--- config.mk ---
export PLATFORM = sky130hd
export DESIGN_NAME = async_serial_flags_baud
export DESIGN_NICKNAME = d
export VERILOG_FILES = /design/src/design/serial_pkg.sv /design/src/design/async_serial_flags_baud.sv /design/src/design/baud_rate_gen.sv /design/src/design/line_idle_detect.sv
export SDC_FILE = /design/constraint.sdc
export NUM_CORES = 1
export LEC_CHECK = 0
export ABC_AREA = 1
export BUFFER_PORTS_ARGS = -buffer_cell sky130_fd_sc_hd__buf_2
export CORE_AREA = 2 2 116 73
export DETAILED_ROUTE_END_ITERATION = 6
export DIE_AREA = 0 0 118 75
export HOLD_SLACK_MARGIN = 0.05
export PLACE_DENSITY_LB_ADDON = 0.15
export SLEW_MARGIN = 20
export SYNTH_ARGS = -nofsm -noshare
export SYNTH_HDL_FRONTEND = slang
export SYNTH_SLANG_ARGS = --single-unit
--- constraint.sdc ---
create_clock -name clock -period 4 [get_ports clock]
set_input_delay 0.6 -clock clock [delete_from_list [all_inputs] [get_ports clock]]
set_output_delay 0.6 -clock clock [all_outputs]
set_load 0.1 [all_outputs]
--- src/design/serial_pkg.sv ---
/*
  Shared constants for the serial flag and bit-rate block: register
  offsets, field positions, reset values, divisors and states.
  Assumes a 32-bit APB slave with byte addresses in an 8-bit window.
*/
package serial_pkg;

  // Register byte addresses.
  localparam logic [7:0] ADDR_STATUS = 8'h00;
  localparam logic [7:0] ADDR_DATA   = 8'h04;
  localparam logic [7:0] ADDR_RATE   = 8'h08;
  localparam logic [7:0] ADDR_CTRL   = 8'h0C;

  // serial_status_flags bit positions.
  localparam int ST_TX_EMPTY = 7;
  localparam int ST_TX_DONE  = 6;
  localparam int ST_RX_FULL  = 5;
  localparam int ST_IDLE     = 4;
  localparam int ST_OVERRUN  = 3;
  localparam int ST_NOISE    = 2;
  localparam int ST_FRAMING  = 1;
  localparam logic [7:0] TX_FLAG_MASK  = 8'hC0;
  localparam logic [7:0] RX_FLAG_MASK  = 8'h3E;
  localparam logic [7:0] IRQ_FLAG_MASK = 8'hF8;

  // Control register bit positions.
  localparam int CT_TX_EMPTY_IRQ_EN   = 7;
  localparam int CT_TX_DONE_IRQ_EN    = 6;
  localparam int CT_RX_IRQ_EN         = 5;
  localparam int CT_LINE_QUIET_IRQ_EN = 4;
  localparam int CT_TX_ENABLE         = 3;
  localparam int CT_RECEIVER_SLEEP    = 1;
  localparam logic [7:0] CTRL_RESET   = 8'h00;

  // serial_rate_select field positions.
  localparam int RT_COUNTER_CLEAR = 7;
  localparam int RT_PRESCALE_LO   = 4;
  localparam int RT_DIVIDER_LO    = 0;
  localparam logic [1:0] PRESCALE_RESET = 2'h0;

  // Prescale divisors for codes 00, 01, 10 and 11.
  localparam logic [3:0] PRE_DIV_0 = 4'h1;
  localparam logic [3:0] PRE_DIV_1 = 4'h3;
  localparam logic [3:0] PRE_DIV_2 = 4'h4;
  localparam logic [3:0] PRE_DIV_3 = 4'hD;

  // Character framing counts.
  localparam int SAMPLES_PER_BIT = 16;
  localparam int CHAR_BITS       = 10;
  localparam int CHAR_SAMPLES    = SAMPLES_PER_BIT * CHAR_BITS;

  typedef enum logic [1:0] {TX_OFF, TX_ON, TX_DRAIN} tx_state_t;

endpackage

--- src/design/async_serial_flags_baud.sv ---
/*
  Status flags, holding buffers, interrupt request and bit-rate chain of
  an asynchronous serial port, reached over APB.
  Assumes external shifters: the transmit shifter takes the holding byte
  with txTake and reports txLineBusy; the receiver offers a finished
  character with rxCharReady plus its noise and framing results.
*/
// Decided for this implementation: the address map and the APB interface to the registers.
// Functional notes
// - Transmit-empty clears: status read, data write
// - Transmit-done clears: status read, data write
// - Receive-full sets on load, clears by read
// - Idle sets once per busy-idle, not sleeping
// - Idle means one character of ones
// - Overrun keeps old byte, drops new
// - Noise flag set by disagreeing samples
// - Framing flag set by zero stop bit
// - Noise and framing never interrupt
// - Prescaler divides by 1, 3, 4, 13
// - Rate select divides by 1 to 128
// - Sample tick is 16x, bit tick
// - Prescaler resets to divide-by-one
// - Rate select bits survive reset
// - Enabling transmitter from off sets empty and done
// - Interrupt on empty enable and flag
// - Interrupt on done enable and flag
// - Disable finishes character, drops queue
// - Idle disable releases pin on bit tick
// - Last character sets done and empty
// - Only empty, done, full, overrun, idle interrupt
// - Receive interrupt on full or overrun
// - Idle interrupt on quiet enable, flag
// - Sleep inhibits all receive flags
// - Framing flag blocks further loads
`timescale 1ns/10ps
module async_serial_flags_baud (
  // Clock, reset and enable
  input  wire logic        clock,
  input  wire logic        sysRst,
  input  wire logic        ce,
  // APB slave
  input  wire logic [7:0]  paddr,
  input  wire logic        psel,
  input  wire logic        penable,
  input  wire logic        pwrite,
  input  wire logic [31:0] pwdata,
  output logic      [31:0] prdata,
  output logic             pready,
  output logic             pslverr,
  // Transmit shifter
  input  wire logic        txLineBusy,
  input  wire logic        txTake,
  output logic             txDataValid,
  output logic      [7:0]  txData,
  output logic             txPinOwn,
  // Receive shifter
  input  wire logic        rxLine,
  input  wire logic        rxCharReady,
  input  wire logic [7:0]  rxCharData,
  input  wire logic        rxNoise,
  input  wire logic        rxFraming,
  // Rate ticks and interrupt
  output logic             sampleTick,
  output logic             bitTick,
  output logic             serialIrq
);
  import serial_pkg::*;

  ////////////////////////////////////////////////////////////////////////
  logic [7:0]  flg_r;
  logic [7:0]  flg_nxt;
  logic [7:0]  armed_r;
  logic [7:0]  armed_nxt;
  logic [7:0]  ctrl_r;
  logic [7:0]  ctrl_nxt;
  logic [1:0]  prescale_r;
  logic [1:0]  prescale_nxt;
  logic        rateClear_r;
  logic        rateClear_nxt;
  logic [2:0]  rateSel_r;
  logic [2:0]  rateSel_nxt;
  logic [7:0]  rxBuf_r;
  logic [7:0]  rxBuf_nxt;
  logic [7:0]  txBuf_r;
  logic [7:0]  txBuf_nxt;
  logic        bufValid_r;
  logic        bufValid_nxt;
  logic        busyPrev_r;
  logic        irq_r;
  logic        irq_nxt;
  logic [31:0] rdData_r;
  logic [31:0] rdData_nxt;
  tx_state_t   txState_r;
  tx_state_t   txState_nxt;
  logic        access;
  logic        mapped;
  logic        statusRd;
  logic        dataRd;
  logic        dataWr;
  logic        clrTx;
  logic        clrRx;
  logic        sleep;
  logic        txEnable;
  logic        teRise;
  logic        lastDone;
  logic        busyFall;
  logic        rxAccept;
  logic        rxLoad;
  logic        idleEvent;

  ////////////////////////////////////////////////////////////////////////
  baud_rate_gen #(
    .RATE_BITS (3)
  ) u_rate (
    .clock        (clock),
    .sysRst       (sysRst),
    .ce           (ce),
    .counterClear (rateClear_r),
    .prescaleSel  (prescale_r),
    .rateSel      (rateSel_r),
    .sampleTick   (sampleTick),
    .bitTick      (bitTick)
  );

  line_idle_detect #(
    .CHAR_TICKS (CHAR_SAMPLES)
  ) u_idle (
    .clock      (clock),
    .sysRst     (sysRst),
    .ce         (ce),
    .sampleTick (sampleTick),
    .rxLine     (rxLine),
    .idleEvent  (idleEvent)
  );

  ////////////////////////////////////////////////////////////////////////
  // Read data is captured in the setup cycle so prdata is a flop; the
  // access phase therefore completes in one cycle whenever ce is high.
  always_comb begin
    access   = ce && psel && penable;
    mapped   = (paddr == ADDR_STATUS) || (paddr == ADDR_DATA) ||
               (paddr == ADDR_RATE) || (paddr == ADDR_CTRL);
    statusRd = access && !pwrite && (paddr == ADDR_STATUS);
    dataRd   = access && !pwrite && (paddr == ADDR_DATA);
    dataWr   = access && pwrite && (paddr == ADDR_DATA);
    pready   = access;
    pslverr  = access && !mapped;
    prdata   = rdData_r;
    rdData_nxt = rdData_r;
    if (psel && !penable) begin
      if (paddr == ADDR_STATUS) begin
        rdData_nxt = {24'h000000, flg_r};
      end else if (paddr == ADDR_DATA) begin
        rdData_nxt = {24'h000000, rxBuf_r};
      end else if (paddr == ADDR_RATE) begin
        rdData_nxt = {24'h000000, rateClear_r, 1'b0, prescale_r, 1'b0, rateSel_r};
      end else if (paddr == ADDR_CTRL) begin
        rdData_nxt = {24'h000000, ctrl_r};
      end else begin
        rdData_nxt = 32'h00000000;
      end
    end
  end

  ////////////////////////////////////////////////////////////////////////
  always_comb begin
    ctrl_nxt      = ctrl_r;
    prescale_nxt  = prescale_r;
    rateClear_nxt = rateClear_r;
    rateSel_nxt   = rateSel_r;
    if (access && pwrite && paddr == ADDR_CTRL) begin
      ctrl_nxt = pwdata[7:0];
    end else if (access && pwrite && paddr == ADDR_RATE) begin
      rateClear_nxt = pwdata[RT_COUNTER_CLEAR];
      prescale_nxt  = pwdata[RT_PRESCALE_LO +: 2];
      rateSel_nxt   = pwdata[RT_DIVIDER_LO +: 3];
    end
    sleep    = ctrl_r[CT_RECEIVER_SLEEP];
    txEnable = ctrl_r[CT_TX_ENABLE];
  end

  ////////////////////////////////////////////////////////////////////////
  // Transmit side: pin ownership, holding buffer and disable drain.
  always_comb begin
    txState_nxt = txState_r;
    teRise      = 1'b0;
    busyFall    = busyPrev_r && !txLineBusy;
    case (txState_r)
      TX_OFF: begin
        if (txEnable) begin
          txState_nxt = TX_ON;
          teRise      = 1'b1;
        end
      end
      TX_ON: begin
        if (!txEnable) begin
          txState_nxt = TX_DRAIN;
        end
      end
      default: begin
        if (txEnable) begin
          txState_nxt = TX_ON;
        end else if (!txLineBusy && bitTick) begin
          txState_nxt = TX_OFF;
        end
      end
    endcase
    lastDone = (txState_r == TX_DRAIN) && busyFall;
    txBuf_nxt    = txBuf_r;
    bufValid_nxt = bufValid_r;
    if (txTake) begin
      bufValid_nxt = 1'b0;
    end
    if (dataWr && txState_r == TX_ON) begin
      txBuf_nxt    = pwdata[7:0];
      bufValid_nxt = 1'b1;
    end
    if (txState_r != TX_ON) begin
      bufValid_nxt = 1'b0;
    end
    txDataValid = bufValid_r && (txState_r == TX_ON);
    txData      = txBuf_r;
    txPinOwn    = (txState_r != TX_OFF);
  end

  ////////////////////////////////////////////////////////////////////////
  // Flags. A flag is cleared only if the status read saw it set; a set in
  // the same cycle as the clear wins, so no event is lost.
  always_comb begin
    clrTx     = dataWr;
    clrRx     = dataRd;
    armed_nxt = armed_r;
    if (statusRd) begin
      armed_nxt = armed_r | rdData_r[7:0];
    end
    if (clrTx) begin
      armed_nxt = armed_nxt & ~TX_FLAG_MASK;
    end
    if (clrRx) begin
      armed_nxt = armed_nxt & ~RX_FLAG_MASK;
    end
    flg_nxt = flg_r;
    if (clrTx) begin
      flg_nxt = flg_nxt & ~(armed_r & TX_FLAG_MASK);
    end
    if (clrRx) begin
      flg_nxt = flg_nxt & ~(armed_r & RX_FLAG_MASK);
    end
    if (txTake || teRise || lastDone) begin
      flg_nxt[ST_TX_EMPTY] = 1'b1;
    end
    if (teRise || lastDone || (busyFall && !bufValid_r && txState_r == TX_ON)) begin
      flg_nxt[ST_TX_DONE] = 1'b1;
    end
    rxAccept  = rxCharReady && !sleep && !flg_r[ST_FRAMING];
    rxLoad    = rxAccept && !(flg_r[ST_RX_FULL] && !(clrRx && armed_r[ST_RX_FULL]));
    rxBuf_nxt = rxLoad ? rxCharData : rxBuf_r;
    if (rxLoad) begin
      flg_nxt[ST_RX_FULL] = 1'b1;
      flg_nxt[ST_NOISE]   = rxNoise;
      flg_nxt[ST_FRAMING] = rxFraming;
    end else if (rxAccept) begin
      flg_nxt[ST_OVERRUN] = 1'b1;
    end
    if (idleEvent && !sleep) begin
      flg_nxt[ST_IDLE] = 1'b1;
    end
    flg_nxt[0] = 1'b0;
    irq_nxt = (ctrl_r[CT_TX_EMPTY_IRQ_EN] && flg_nxt[ST_TX_EMPTY]) ||
              (ctrl_r[CT_TX_DONE_IRQ_EN] && flg_nxt[ST_TX_DONE]) ||
              (ctrl_r[CT_RX_IRQ_EN] && (flg_nxt[ST_RX_FULL] || flg_nxt[ST_OVERRUN])) ||
              (ctrl_r[CT_LINE_QUIET_IRQ_EN] && flg_nxt[ST_IDLE]);
    serialIrq = irq_r;
  end

  ////////////////////////////////////////////////////////////////////////
  always_ff @(posedge clock) begin
    if (sysRst) begin
      flg_r       <= 8'h00;
      armed_r     <= 8'h00;
      ctrl_r      <= CTRL_RESET;
      prescale_r  <= PRESCALE_RESET;
      rateClear_r <= 1'b0;
      rxBuf_r     <= 8'h00;
      txBuf_r     <= 8'h00;
      bufValid_r  <= 1'b0;
      busyPrev_r  <= 1'b0;
      irq_r       <= 1'b0;
      rdData_r    <= 32'h00000000;
      txState_r   <= TX_OFF;
    end else if (ce) begin
      flg_r       <= flg_nxt;
      armed_r     <= armed_nxt;
      ctrl_r      <= ctrl_nxt;
      prescale_r  <= prescale_nxt;
      rateClear_r <= rateClear_nxt;
      rxBuf_r     <= rxBuf_nxt;
      txBuf_r     <= txBuf_nxt;
      bufValid_r  <= bufValid_nxt;
      busyPrev_r  <= txLineBusy;
      irq_r       <= irq_nxt;
      rdData_r    <= rdData_nxt;
      txState_r   <= txState_nxt;
    end
  end

  always_ff @(posedge clock) begin
    if (ce) begin
      rateSel_r <= rateSel_nxt;
    end
  end
endmodule

--- src/design/baud_rate_gen.sv ---
/*
  Bit-rate chain: prescaler, binary divider to the 16x sample tick,
  then divide by 16 to the bit tick.
  Assumes select inputs are held stable by software during transfers.
*/
`timescale 1ns/10ps
module baud_rate_gen #(
  parameter int RATE_BITS = 3
) (
  // Clocking
  input  wire logic       clock,
  input  wire logic       sysRst,
  input  wire logic       ce,
  // Selection
  input  wire logic       counterClear,
  input  wire logic [1:0] prescaleSel,
  input  wire logic [RATE_BITS-1:0] rateSel,
  // Ticks
  output logic            sampleTick,
  output logic            bitTick
);
  import serial_pkg::*;

  if (RATE_BITS != 3) begin : g_chk
    $error("baud_rate_gen supports only a three-bit rate select");
  end

  logic [3:0] preCnt_r;
  logic [3:0] preCnt_nxt;
  logic [6:0] rateCnt_r;
  logic [6:0] rateCnt_nxt;
  logic [3:0] smpCnt_r;
  logic [3:0] smpCnt_nxt;
  logic [3:0] preLimit;
  logic [6:0] rateMask;
  logic       preTick;

  always_comb begin
    case (prescaleSel)
      2'h0: preLimit = PRE_DIV_0;
      2'h1: preLimit = PRE_DIV_1;
      2'h2: preLimit = PRE_DIV_2;
      default: preLimit = PRE_DIV_3;
    endcase
    preTick  = (preCnt_r == 4'(preLimit - 4'h1));
    rateMask = 7'((8'h01 << rateSel) - 8'h01);
    sampleTick = preTick && ((rateCnt_r & rateMask) == rateMask);
    bitTick    = sampleTick && (smpCnt_r == 4'hF);
    preCnt_nxt  = preTick ? 4'h0 : 4'(preCnt_r + 4'h1);
    rateCnt_nxt = preTick ? 7'(rateCnt_r + 7'h01) : rateCnt_r;
    smpCnt_nxt  = sampleTick ? 4'(smpCnt_r + 4'h1) : smpCnt_r;
    if (counterClear) begin
      preCnt_nxt  = 4'h0;
      rateCnt_nxt = 7'h00;
      smpCnt_nxt  = 4'h0;
    end
  end

  always_ff @(posedge clock) begin
    if (sysRst) begin
      preCnt_r  <= 4'h0;
      rateCnt_r <= 7'h00;
      smpCnt_r  <= 4'h0;
    end else if (ce) begin
      preCnt_r  <= preCnt_nxt;
      rateCnt_r <= rateCnt_nxt;
      smpCnt_r  <= smpCnt_nxt;
    end
  end

endmodule

--- src/design/line_idle_detect.sv ---
/*
  Receive-line idle detector: one pulse when the line has been high for
  a full character after having been active.
  Assumes rxLine is synchronous to clock and sampleTick is the 16x tick.
*/
`timescale 1ns/10ps
module line_idle_detect #(
  parameter int CHAR_TICKS = serial_pkg::CHAR_SAMPLES
) (
  // Clocking
  input  wire logic clock,
  input  wire logic sysRst,
  input  wire logic ce,
  // Line
  input  wire logic sampleTick,
  input  wire logic rxLine,
  // Event
  output logic      idleEvent
);
  import serial_pkg::*;

  if (CHAR_TICKS < 2 || CHAR_TICKS > 255) begin : g_chk
    $error("line_idle_detect needs CHAR_TICKS between 2 and 255");
  end

  localparam logic [7:0] LAST = 8'(CHAR_TICKS - 1);

  logic [7:0] cnt_r;
  logic [7:0] cnt_nxt;
  logic       busy_r;
  logic       busy_nxt;

  always_comb begin
    idleEvent = busy_r && rxLine && sampleTick && (cnt_r == LAST);
    cnt_nxt   = cnt_r;
    busy_nxt  = busy_r;
    if (!rxLine) begin
      cnt_nxt  = 8'h00;
      busy_nxt = 1'b1;
    end else if (idleEvent) begin
      busy_nxt = 1'b0;
    end else if (sampleTick && cnt_r != LAST) begin
      cnt_nxt = 8'(cnt_r + 8'h01);
    end
  end

  always_ff @(posedge clock) begin
    if (sysRst) begin
      cnt_r  <= 8'h00;
      busy_r <= 1'b0;
    end else if (ce) begin
      cnt_r  <= cnt_nxt;
      busy_r <= busy_nxt;
    end
  end

endmodule

### Yosys cells after proc, flatten, opt, wreduce, memory -nomap -nowiden

Index checks and enable logic that the tools add are counted.

* flip-flop bits (word level): 106
* memories: 0
* bits in writable memories: 0
* memory bits (read-only): 0
* bits of input ports: 60
* bits in latches: 0

* order comparisons: 0
* shifts and indexed selects: 1
* multiplexer cells: 38
* reductions and logical operators: 73
* bitwise logic cells: 7
* equality and inequality tests: 18
* add/sub/neg operators: 6
* $mul: 0
* divide/modulo/power cells: 0

Operator list (count)
* $mux W8: 10
* $logic_and A1 B1 Y1: 34
* $mux W32: 1
* $and A8 B8 Y8: 2
* $eq A8 B4 Y1 const B: 2
* $mux W4: 4
* $reduce_and A2 Y1: 8
* $mux W7: 2
* $mux W1: 13
* $pmux W4 S3: 1
* $logic_or A1 B1 Y1: 11
* $mux W2: 5
* $logic_not A1 Y1: 9
* $add A4 B1 Y4 const B: 2
* $add A8 B1 Y8 const B: 1
* $eq A8 B3 Y1 const B: 1
* $eq A8 B8 Y1 const B: 1
* $logic_not A8 Y1: 1
* $ne A8 B8 Y1 const B: 1
* $not A6 Y8: 1
* $not A8 Y8: 1
* $or A8 B8 Y8: 1
* $add A7 B1 Y7 const B: 1
* $and A7 B7 Y7: 1
* other kinds (18): 29

### Longest topological paths before layout

* depth in word-level cells: 14
* mapped depth: 14

### By module

A second synthesis with hierarchy kept.

* cells, all modules: 609
* area, all modules: 4367.9 um2

By module, submodules not included
* async_serial_flags_baud: area an instance 2836.5 um2, cells an instance 381, sequential area each 1171.1 um2, times used 1
* baud_rate_gen: area an instance 993.5 um2, cells an instance 149, sequential area each 300.3 um2, times used 1
* line_idle_detect: area an instance 538.0 um2, cells an instance 79, sequential area each 180.2 um2, times used 1

### Worst setup path after synthesis

No wires, ideal clock.

* path kind: flip-flop to output port
* from: register prescale_r[0]
* to: output port bitTick
* buffers on the path: 0
* arrival time: 3168 ps
* stages on the path, launching flop included: 10
* path slack: 232 ps
* cell sequence: dfxtp_1 inv_1 ha_1 inv_1 nand2_1 nand2_1 nand3_1 nor2_1 nand2_1 nor3_1

* longest elaborated chain between the ends: 6

Ends and longest elaborated chain
* start, declared: RTL line async_serial_flags_baud.sv:76 `logic [1:0] prescale_r;`
* start signal, assigned: RTL line async_serial_flags_baud.sv:295 `prescale_r <= prescale_nxt;`
* $eq A2 B2 Y1, or another cell as far along: RTL line baud_rate_gen.sv:39 `case (prescaleSel)`
* $pmux W4 S3 *: RTL line baud_rate_gen.sv:39
* $sub A4 B1 Y4 *: RTL line baud_rate_gen.sv:45 `preTick = (preCnt_r == 4'(preLimit - 4'h1));`
* $eq A4 B4 Y1 *: RTL line baud_rate_gen.sv:45
* $logic_and A1 B1 Y1 *: RTL line baud_rate_gen.sv:47 `sampleTick = preTick && ((rateCnt_r & rateMask) == rateMask);`
* $logic_and A1 B1 Y1 *: RTL line baud_rate_gen.sv:48 `bitTick = sampleTick && (smpCnt_r == 4'hF);`
* end, declared: RTL line async_serial_flags_baud.sv:64 `output logic bitTick,`

Every way passes the cells marked *; elsewhere a longest branch is shown, timed or not.

### Final worst setup path

Ends and elaborated chain as after synthesis.

==> out/qor.yml <==
post_route_cells_drive_above_1_share_pct: 15.3
critPathLaunch: "prescale_r[0]"
worstSetupEndpointType: "output port"
comb_power_share_pct: 12.1
finClkSkew_ns: 0.00537
cp_data_required_time_ns: 3.40
clockRootBuffer: "clkbuf_16"
dpl-instance-area_sq_um: 4430
fill_cells: 713
syn_area_per_cell_sq_um: 7.09
clockBufferDepth: 2
tns_ns: 0
cpMostUsedCell: "nand2_1"
dieHeight_microns: 75
slew_headroom_pct: 56.4
cts_resized: 0
overflow: 0
crit_fanout: 3
syn_to_final_growth_pct: 14.6
post-route-min-period_ns: 2.91
setup_violations: 0
p_switching_uw: 522
synth_flop_cell: "dfxtp_1"
hold_start: "u_rate.rateCnt_r[5]"
cts_tree: "built"
fin_area_sq_um: 4750
yosysTopAreaCellShare_pct: 37.7
crit_path_max_incr_delay_ns: 0.46
post-route-util_pct: 61.4
grt_max_degree: 40
status: "completed"
syn_area_sq_um: 4140
yosysSeqAreaShare_pct: 39.9
fin_crit_sh_pct: 72.7
powerDensity_nw_per_um2: 412
grt_pass1_wl_microns: 16300
clk_pin_slew_ns: 0.06
fin_nets: 708
start_kind: "flip-flop"
clk_latency_ns: 0.33
maxSlewViolCount: 0
synth_top_area_cell: "dfxtp_1"
grt_pass1_vias: 3500
antenna_found_initial: 0
core-area_sq_um: 7730
rsz0062_at_grt: "no"
clock_sinks: 81
gp_congestion: 0.858
finalHoldViolCount: 0
fp.dieW_microns: 118
leakage_nw: 2.09
synth_enable_flop_cells: 3
max_cap_violations: 0
max_freq_ghz: 0.344
io-pin-count: 107
ys_types: 39
p_sw_share_pct: 26.7
reg2reg_from: "prescale_r[0]"
start_util_pct: 53.6
post_cts_buffers: 0
htreeDepth: 3
drtPass1Iterations: 5
path_cells: "inv_1, ha_1, inv_1, nand2_1, nand2_1, nand3_1, nor2_1, nand2_1, nor3_1, buf_2"
worst_slew_pin_slew_ns: 0.651
clkPwrFrac_pct: 44.8
max-vdd-ir-drop_mv: 0.208
cp.arrival_ns: 2.31
wl_microns: 10200
synth_seq_cells: 81
worstHoldPathType: "flip-flop to flip-flop"
num_rows: 25
track_usage_pct: 23.6
async_flop_share_pct: 0
hpwl_microns: 7540
netlist_instances: 584
ys_warn_count: 0
synthTopCellsByArea: "dfxtp_1 38%, nand2_1 11%, a21oi_1 7.6%"
drt_iter0_drc: 197
p_total_mw: 1.96
die-area_sq_um: 8850
multiInputGateArea_sq_um: 2050
pwr-share-seq_pct: 43.0
hold_ws_ns: 0.448
path_class: "flip-flop to output port"
drc: 0
cp_slowest_cell: "buf_2"
antenna_cells: 0
vias_per_cell: 5.17
cts_buffers: 9
seq_area_sq_um: 1650
wl_per_cell_microns: 13.5
via_count: 3904
io_buffers: 58
ant_nets: 0
intPower_mw: 1.43
postCtsHoldBufs: 0
-- state kept, by name (all words and copies together) (netlist names), 2 cells and up --
register,flops
u_rate.preCnt_r,4
prdata,8
u_rate.smpCnt_r,4
rxBuf_r,8
u_idle.cnt_r,8
txData,8
ctrl_r,8
prescale_r,2
flg_r,7
armed_r,7
rateSel_r,3
u_rate.rateCnt_r,7
txState_r,2
-- synthesized netlist by cell type (5+ instances only) --
library cell,number
inv_1,69
nor3_1,11
nor2_1,54
o211ai_1,10
clkbuf_1,7
ha_1,6
dfxtp_1,78
o21ai_0,37
nand3_1,43
inv_2,8
xor2_1,5
buf_4,24
a21oi_1,63
nand2_1,118
-- final cells by class --
cell class,count,area share (%)
Tap cell,108,2.85
Inverter,78,6.17
Multi-Input combinational cell,412,43.1
Sequential cell,81,34.8
Clock buffer,13,5.27
Clock inverter,3,1.37
Timing Repair Buffer,60,6.43
-- worst max-delay path, delay by kind of cell (launching register included) --
family / cells / cell delay [ns]
AND/OR/NAND/NOR: 6 / 0.70
buffers and inverters: 3 / 0.61
adder cells (fa/ha/maj): 1 / 0.32
flip-flops: 1 / 0.35
-- cells in the final DEF, fill, tap and decap left out, types with 5 or more instances in the layout --
master	instances
nor2_1	54
buf_2	58
a21oi_1	63
clkbuf_16	9
xor2_1	5
nor3_1	11
o211ai_1	10
dfxtp_1	78
ha_1	6
nand2_1	118
inv_2	8
nand3_1	43
inv_1	69
conb_1	24
o21ai_0	37
-- power groups by stage --
stage | clock network (mW) | registers (mW) | logic [mW]
3_5_place_dp | 0 | 0.859 | 0.235
3_3_place_gp | 0 | 0.858 | 0.233
6_report | 0.877 | 0.842 | 0.238
4_1_cts | 0.889 | 0.841 | 0.236
2_1_floorplan | 0 | 0.866 | 0.200
5_1_grt | 0.916 | 0.844 | 0.253
-- worst paths after layout --
check                                      endpoint  slack [ns]  cells past startpoint
worst max-delay path                        bitTick        1.09                     10
worst max register to register      u_idle.cnt_r[5]        1.90                     13
worst min-delay path            u_rate.rateCnt_r[5]        0.45                      2
worst min register to register  u_rate.rateCnt_r[5]        0.45                      2
-- through the flow --
stage | worst slack (ns) | cells
2_1_floorplan | 0.232 | 607
3_3_place_gp | 1.25 | 739
3_5_place_dp | 1.22 | 739
4_1_cts | 1.08 | 755
5_1_grt | 0.898 | 755
6_report | 1.09 | 755
-- metal layers --
metal | vias up | GRT usage, % | share of wire, %
li1 | 1981 | - | -
met1 | 1789 | 32.6 | 50
met2 | 124 | 37.1 | 42
met3 | 10 | 5.53 | 7.2
met4 | 0 | 7.50 | 0.87
met5 | - | 0 | 0
-- logic make-up (layout without fill, tap and decap cells) --
kind of cell | Yosys count | after routing | share of synthesized area (%)
other cells | 1 | 24 | 0.0905
flops | 81 | 81 | 39.9
simple gates | 251 | 251 | 27.4
fa+ha+maj | 6 | 6 | 1.81
xor+xnor | 7 | 7 | 1.48
buf+inv | 114 | 154 | 12.8
compound gates | 124 | 124 | 16.6
(Power assumes the default switching activity.)
